### src/rdd_pkg.sv
package rdd_pkg;
  // Command block layout
  localparam int          CDB_LEN        = 10;
  localparam logic [3:0]  CDB_OPC_IDX    = 4'h0;
  localparam logic [3:0]  CDB_SEL_IDX    = 4'h2;
  localparam logic [3:0]  CDB_ALEN_HI    = 4'h7;
  localparam logic [3:0]  CDB_ALEN_LO    = 4'h8;
  localparam logic [7:0]  OPC_READ_DEFECT = 8'h37;
  localparam int          PLIST_BIT      = 4;
  localparam int          GLIST_BIT      = 3;
  localparam int          FMT_MSB        = 2;
  // Descriptor formats
  localparam logic [2:0]  FMT_BLOCK      = 3'h0;
  localparam logic [2:0]  FMT_BFI        = 3'h4;
  localparam logic [2:0]  FMT_PHYS       = 3'h5;
  localparam logic [15:0] HDR_LEN        = 16'h0004;
  localparam logic [15:0] SHORT_DESC     = 16'h0004;
  localparam logic [15:0] LONG_DESC      = 16'h0008;
  // Status and sense
  localparam logic [7:0]  ST_GOOD        = 8'h00;
  localparam logic [7:0]  ST_CHECK       = 8'h02;
  localparam logic [3:0]  SK_NO_SENSE    = 4'h0;
  localparam logic [3:0]  SK_RECOVERED   = 4'h1;
  localparam logic [3:0]  SK_MEDIUM_ERR  = 4'h3;
  localparam logic [3:0]  SK_ILLEGAL     = 4'h5;
  localparam logic [7:0]  ASC_NONE       = 8'h00;
  localparam logic [7:0]  ASC_DEFECT_NF  = 8'h1c;
  localparam logic [7:0]  ASC_BAD_OPC    = 8'h20;

  typedef enum {
    RD_IDLE,
    RD_CDB,
    RD_HDR,
    RD_LIST,
    RD_STATUS
  } rdd_state_t;
endpackage : rdd_pkg

### src/rdd_readback.sv
`timescale 1ns/10ps
`default_nettype none
// Summary of operation
// Ten-byte command; byte 2 holds select bits and format, bytes 7-8 allocation length.
// No defect data reachable: check condition, medium error or no sense.
// Primary select set includes primary list, clear leaves it out.
// Grown select set includes grown list, clear leaves it out.
// Both selects set: both lists sent, primary first, not merged.
// Both selects clear: only the four-byte header is sent.
// Unsupported requested format falls back to the default format.
// Format mismatch: transfer data, then check condition with recovered error.
// Returned data starts with a four-byte header, then descriptors.
// Header primary flag set exactly when the primary list is returned.
// Header grown flag set exactly when the grown list is returned.
// Header format field reports the format actually used.
// List length is the descriptor byte total of the returned lists.
// Truncation keeps the full length and raises no check condition.
// Initiator compares reported length to allocation length for partial lists.
// Initiator may send allocation length four to read only the header.
// Bytes-from-index descriptors form a complete list, beyond capacity too.
// Block format contents are store-defined; physical coverage may vary.
// Initiators should avoid requesting the block format.
// Descriptors go in store order; count is length over descriptor size.
// Bytes sent never exceed the lesser of allocation and list total.
module rdd_readback (
  input  wire logic               clock_i,
  input  wire logic               sys_rst_i,
  // Command bytes from the bus front end
  input  wire logic               cdb_valid_i,
  input  wire logic [7:0]         cdb_byte_i,
  output logic                    cdb_ready_o,
  // Defect store
  input  wire logic               store_avail_i,
  input  wire logic               store_fault_i,
  input  wire logic               fmt_bfi_ok_i,
  input  wire logic               fmt_phys_ok_i,
  input  wire logic               fmt_block_ok_i,
  input  wire logic [2:0]         fmt_default_i,
  input  wire logic [15:0]        plist_bytes_i,
  input  wire logic [15:0]        glist_bytes_i,
  output logic                    store_rd_o,
  output logic                    store_glist_o,
  output logic [2:0]              store_fmt_o,
  output logic [15:0]             store_addr_o,
  input  wire logic [7:0]         store_data_i,
  // Data-in stream
  output logic                    din_valid_o,
  output logic [7:0]              din_data_o,
  input  wire logic               din_ready_i,
  // Completion
  output logic                    done_o,
  output logic [7:0]              status_o,
  output logic [3:0]              sense_key_o,
  output logic [7:0]              sense_asc_o
);
  import rdd_pkg::*;

  typedef struct packed {
    rdd_state_t  st;
    logic [3:0]  idx;
    logic [7:0]  opc;
    logic        plist;
    logic        glist;
    logic [2:0]  req_fmt;
    logic [2:0]  ret_fmt;
    logic [15:0] alen;
    logic [15:0] list_len;
    logic [15:0] sent;
    logic [15:0] limit;
    logic [15:0] pos;
    logic        in_glist;
    logic        rd_pend;
    logic        dval;
    logic [7:0]  data;
    logic        done;
    logic [7:0]  status;
    logic [3:0]  skey;
    logic [7:0]  asc;
  } rdd_regs_t;

  rdd_regs_t st_r;
  rdd_regs_t st_nxt;

  // Two-flop synchronisers for the store's status levels
  logic [1:0] avail_s_r;
  logic [1:0] fault_s_r;
  always_ff @(posedge clock_i) begin
    if (sys_rst_i) begin
      avail_s_r <= 2'h0;
      fault_s_r <= 2'h0;
    end else begin
      avail_s_r <= {avail_s_r[0], store_avail_i};
      fault_s_r <= {fault_s_r[0], store_fault_i};
    end
  end
  wire logic avail = avail_s_r[1];
  wire logic fault = fault_s_r[1];

  logic        fmt_ok;
  logic [2:0]  use_fmt;
  logic [15:0] total;
  logic [15:0] hdr_plus;
  logic [7:0]  hdr_byte;
  logic        take;
  logic        plist_sel;
  logic        glist_sel;

  always_comb begin
    case (st_r.req_fmt)
      FMT_BFI:   fmt_ok = fmt_bfi_ok_i;
      FMT_PHYS:  fmt_ok = fmt_phys_ok_i;
      FMT_BLOCK: fmt_ok = fmt_block_ok_i;
      default:   fmt_ok = 1'b0;
    endcase
  end
  assign use_fmt   = fmt_ok ? st_r.req_fmt : fmt_default_i;
  assign plist_sel = st_r.plist;
  assign glist_sel = st_r.glist;
  // Descriptor bytes of the selected lists; zero when neither is selected
  assign total     = (plist_sel ? plist_bytes_i : 16'h0000)
                   + (glist_sel ? glist_bytes_i : 16'h0000);
  assign hdr_plus  = st_r.list_len + HDR_LEN;
  assign take      = st_r.dval & din_ready_i;

  always_comb begin
    case (st_r.sent[1:0])
      2'h0:    hdr_byte = 8'h00;
      2'h1:    hdr_byte = {3'h0, st_r.plist, st_r.glist, st_r.ret_fmt};
      2'h2:    hdr_byte = st_r.list_len[15:8];
      default: hdr_byte = st_r.list_len[7:0];
    endcase
  end

  always_comb begin
    st_nxt      = st_r;
    st_nxt.done = 1'b0;
    if (take) begin
      st_nxt.dval = 1'b0;
      st_nxt.sent = st_r.sent + 16'h0001;
    end
    case (st_r.st)
      RD_IDLE: begin
        st_nxt.idx = 4'h0;
        if (cdb_valid_i) begin
          st_nxt.st  = RD_CDB;
          st_nxt.opc = cdb_byte_i;
          st_nxt.idx = 4'h1;
        end
      end
      RD_CDB: begin
        if (cdb_valid_i) begin
          st_nxt.idx = st_r.idx + 4'h1;
          if (st_r.idx == CDB_SEL_IDX) begin
            st_nxt.plist   = cdb_byte_i[PLIST_BIT];
            st_nxt.glist   = cdb_byte_i[GLIST_BIT];
            st_nxt.req_fmt = cdb_byte_i[FMT_MSB:0];
          end
          if (st_r.idx == CDB_ALEN_HI) begin
            st_nxt.alen[15:8] = cdb_byte_i;
          end
          if (st_r.idx == CDB_ALEN_LO) begin
            st_nxt.alen[7:0] = cdb_byte_i;
          end
          if (st_r.idx == 4'(CDB_LEN - 1)) begin
            st_nxt.sent  = 16'h0000;
            st_nxt.pos   = 16'h0000;
            st_nxt.skey  = SK_NO_SENSE;
            st_nxt.asc   = ASC_NONE;
            st_nxt.status = ST_GOOD;
            if (st_r.opc != OPC_READ_DEFECT) begin
              st_nxt.status = ST_CHECK;
              st_nxt.skey   = SK_ILLEGAL;
              st_nxt.asc    = ASC_BAD_OPC;
              st_nxt.st     = RD_STATUS;
            end else if (!avail || fault) begin
              st_nxt.status = ST_CHECK;
              st_nxt.skey   = fault ? SK_MEDIUM_ERR : SK_NO_SENSE;
              st_nxt.asc    = ASC_DEFECT_NF;
              st_nxt.st     = RD_STATUS;
            end else begin
              st_nxt.st = RD_HDR;
            end
          end
        end
      end
      RD_HDR: begin
        // Latch format and length once select bits are settled
        if (st_r.sent == 16'h0000 && !st_r.dval && st_r.pos == 16'h0000) begin
          st_nxt.ret_fmt  = use_fmt;
          st_nxt.list_len = total;
          st_nxt.in_glist = !plist_sel;
          st_nxt.pos      = 16'h0001;
        end else if (!st_r.dval || take) begin
          // Header (4) plus descriptors, clipped to allocation length
          st_nxt.limit = (st_r.alen < hdr_plus) ? st_r.alen : hdr_plus;
          if (st_nxt.sent >= ((st_r.alen < hdr_plus) ? st_r.alen : hdr_plus)) begin
            st_nxt.st = RD_STATUS;
          end else if (st_nxt.sent < HDR_LEN) begin
            st_nxt.dval = 1'b1;
          end else begin
            st_nxt.pos = 16'h0000;
            st_nxt.st  = RD_LIST;
          end
        end
      end
      RD_LIST: begin
        st_nxt.rd_pend = 1'b0;
        if (st_r.rd_pend) begin
          st_nxt.dval = 1'b1;
          st_nxt.data = store_data_i;
          st_nxt.pos  = st_r.pos + 16'h0001;
        end else if (!st_r.dval || take) begin
          if (st_nxt.sent >= st_r.limit) begin
            st_nxt.st = RD_STATUS;
          end else if (!st_r.in_glist && st_r.pos == plist_bytes_i) begin
            st_nxt.in_glist = 1'b1;
            st_nxt.pos      = 16'h0000;
          end else begin
            st_nxt.rd_pend = 1'b1;
          end
        end
      end
      RD_STATUS: begin
        if (!st_r.dval) begin
          if (st_r.opc == OPC_READ_DEFECT && st_r.status == ST_GOOD
              && st_r.ret_fmt != st_r.req_fmt) begin
            st_nxt.status = ST_CHECK;
            st_nxt.skey   = SK_RECOVERED;
            st_nxt.asc    = ASC_DEFECT_NF;
          end
          st_nxt.done = 1'b1;
          st_nxt.st   = RD_IDLE;
        end
      end
      default: st_nxt.st = RD_IDLE;
    endcase
  end

  always_ff @(posedge clock_i) begin
    if (sys_rst_i) begin
      st_r <= '0;
      st_r.st <= RD_IDLE;
    end else begin
      st_r <= st_nxt;
    end
  end

  assign cdb_ready_o   = (st_r.st == RD_IDLE) || (st_r.st == RD_CDB);
  assign store_rd_o    = (st_r.st == RD_LIST) && st_r.rd_pend;
  assign store_glist_o = st_r.in_glist;
  assign store_fmt_o   = st_r.ret_fmt;
  assign store_addr_o  = st_r.pos;
  assign din_valid_o   = st_r.dval;
  assign din_data_o    = (st_r.st == RD_HDR) ? hdr_byte : st_r.data;
  assign done_o        = st_r.done;
  assign status_o      = st_r.status;
  assign sense_key_o   = st_r.skey;
  assign sense_asc_o   = st_r.asc;
endmodule : rdd_readback
`default_nettype wire

### config.mk
export PLATFORM = sky130hd
export DESIGN_NAME = rdd_readback
export DESIGN_NICKNAME = d
export VERILOG_FILES = /design/src/rdd_pkg.sv /design/src/rdd_readback.sv
export SDC_FILE = /design/constraint.sdc
export NUM_CORES = 1
export LEC_CHECK = 0
export BUFFER_PORTS_ARGS = -buffer_cell sky130_fd_sc_hd__buf_2
export CORE_AREA = 3 3 135 111
export DETAILED_ROUTE_END_ITERATION = 16
export DIE_AREA = 0 0 138 114
export PLACE_DENSITY = 0.86
export RECOVER_POWER = 100
export SLEW_MARGIN = 25
export SYNTH_ARGS = -nofsm -noshare
export SYNTH_HDL_FRONTEND = slang
export SYNTH_SLANG_ARGS = --single-unit
### constraint.sdc
create_clock -name clock_i -period 10.75 [get_ports clock_i]
set_input_delay 0 -clock clock_i [delete_from_list [all_inputs] [get_ports clock_i]]
set_output_delay 0 -clock clock_i [all_outputs]
set_load 0.05 [all_outputs]
==> run summary <==
Outcome -> complete, but fails checks
Failing checks -> capacitance limit, slew limit
Post-synth ARST share -> 0
DRC -> 0
Fin cells -> 1359
Total track usage -> 0.313
Sequential Area -> 0.00248 mm2
Hold Path Class -> in -> reg
Max rail drop VDD -> 0.108 mV
Lkg Pwr -> 3.83 nW
Antenna cells -> 0
Synth Flop Type -> dfxtp_1
DR WL/cell -> 18.4 um
Routability cong. -> 0.999
DRT iter0 DRCs -> 924
Syn. warnings -> 0
Die Ht -> 114 um
First-pass GRT wire length -> 40200 um
Initial core utilization -> 0.643
Max stage delay on crit path -> 1.55 ns
Synth unique cells -> 74
Routed WL -> 25000 um
Crit-path slowest cell -> o21ai_0
Core Region -> 0.0136 mm2
Final Hold Fails -> 0
Crit path DAT -> 7.96 ns
Largest net degree at the start of global routing -> 69
Slew Limit Headroom -> -0.833
TNS Setup -> 0 ns
Crit path cell chain -> nand4_1 -> nor3_1 -> nand4_1 -> xor2_1 -> ha_1 -> and3_1 -> nand4_1 -> a221oi_1 -> a32oi_2 -> o21ai_0 -> o21ai_0 -> ha_1 -> or4_1 -> a21oi_1 -> o211ai_1 -> o21ai_0 -> a41oi_1
Unrepaired setup endpoints after global routing -> false
Max Cap Viol -> 4
Number of fill cells -> 1062
Top post-synthesis cells by count -> nand2_1, dfxtp_1, nor2_1, a21oi_1, ha_1
Vias -> 8597
Fin crit period -> 7.73 ns
Crit Path Category -> reg -> reg
Area of the multi-input gates -> 0.00559 mm2
Root buf cell -> clkbuf_16
Dominant cell by count in the synthesized netlist -> nand2_1
Die span in x -> 138 um
Layout Nets -> 1299
Slew Limit Fails -> 148
Clock Path Buffers -> 2
Cts bufs inserted -> 17
IO buf count -> 99
CP endpoint kind -> register
Hold Slack -> 0.0442 ns
Vias/cell -> 6.33
Cell taking the most area after synthesis -> dfxtp_1
Initial antenna violation count -> 0
H-tree depth -> 4
Post-synthesis cell area -> 0.00874 mm2
Rows -> 38
Clock Sinks -> 124
Setup-failing EPs final -> 0
Final Cycle Share -> 0.719
Worst-path fanout max -> 22
Slew at the pin closest to its max-slew limit -> 2.75 ns
Register clock-pin slew on the reported worst setup and hold paths -> 0.06 ns
Synth area leaders -> dfxtp_1, ha_1, nand2_1
Vias in the first global route -> 7757
Area Growth Syn to Fin -> 11.6%
Syn avg cell area -> 7.90 um2
Grt ovf -> 0
Clk_skew -> 0.00834 ns
Maximum clock frequency -> 129 MHz
Post-CTS setup buffer count -> 0
Clock Latency Late Sink -> 0.43 ns
Placed Cells -> 1304
Sequential element share of the synthesized area -> 0.284
Post-route ant nets -> 0
Hpwl dp -> 18100 um
Worst Path Required -> 10.98 ns
Final core area utilization -> 0.718
Yosys top cell area share -> 0.284
Flops & latches, synth -> 124
Die Area -> 0.0157 mm2
TritonCTS clock tree -> built
EDFF count, synth -> 0
Syn Inst Count -> 1106
PD cells -> 142 mW/mm2
Drt first pass iters -> 6
Share of layout cells above drive strength 1 -> 0.0967
Critical Path Start Type -> register
# IOs -> 112
[cell families (layout without fill, tap and decap cells)]
group                      after synthesis  after routing  share of synthesized area
and+or+nand+nor                        436            436                      0.256
AOI/OAI and AO/OA                      237            237                      0.174
buffers and inverters                  140            202                     0.0790
DFF                                    124            124                      0.284
adders and majority gates               74             74                      0.107
xor gates and xnor gates                61             61                     0.0611
muxes                                   33             33                     0.0386
other                                    1             12                   0.000429
[metrics by stage]
stage | instance area, um2 | power, mW | worst slack, ns
3_5_place_dp | 9020 | 0.782 | 5.16
3_3_place_gp | 9020 | 0.779 | 5.15
4_1_cts | 9850 | 1.38 | 5.16
6_report | 9760 | 1.38 | 3.02
2_1_floorplan | 8780 | 0.726 | 6.29
5_1_grt | 9760 | 1.43 | 2.48
[flip-flops by register name, indices dropped and copies added (netlist names)]
signal / count
sense_key_o: 3
glist_sel: 1
avail_s_r: 2
status_o: 1
sense_asc_o: 1
fault_s_r: 2
st_r: 91
din_valid_o: 1
done_o: 1
store_glist_o: 1
plist_sel: 1
store_addr_o: 16
store_fmt_o: 3
[critical path: cells and delay by family (launching register included)]
family,cells,cell delay [ns]
xor gates and xnor gates,1,0.20
and+or+nand+nor,6,1.80
adders and majority gates,2,0.68
DFF,1,0.45
AOI/OAI and AO/OA,8,4.40
[timing repair]
item,in CTS,in global routing
hold buffers,23,0
endpoints found under the hold margin,44,0
gates resized for setup,0,0
[placed cells by master (no fill, tap or decap), drive strengths merged, types with 33 or more instances in the layout]
cell    count
nor2       90
inv        52
ha         72
a21oi      82
clkbuf     60
xor2       33
nand2     128
o21ai      51
buf        60
dfxtp     124
[metal layers]
metal / vias to the layer above / track usage / share of wire
met1: 4011 / 0.423 / 0.43
met3: 92 / 0.0700 / 0.095
met4: 0 / 0.111 / 0.030
met2: 476 / 0.497 / 0.44
met5: - / 0 / 0
li1: 4018 / - / -
[path summary, 6_finish.rpt]
check                      to  slack (ns)  cells past startpoint         start
min reg2reg      fault_s_r[1]        0.44                      1  fault_s_r[0]
min               din_valid_o        0.04                      3   din_ready_i
max          store_addr_o[12]        3.02                     17      st_r[84]
max reg2reg  store_addr_o[12]        3.02                     17      st_r[84]
[power breakdown]
group	internal, mW	leakage [nW]	switching [mW]	total, mW
clock network	0.350	0.294	0.243	0.593
logic	0.0749	2.53	0.199	0.274
registers	0.482	1.00	0.0331	0.515
total	0.907	3.83	0.474	1.38
[area by class of cell]
cell class,count,share of cell area
tap,180,0.0231
clock buffer,17,0.0436
sequential,124,0.254
timing repair buffer,126,0.0714
clock inverter,15,0.0182
inverter,44,0.0169
multi-input combinational,853,0.572
(Power assumes the default switching activity.)
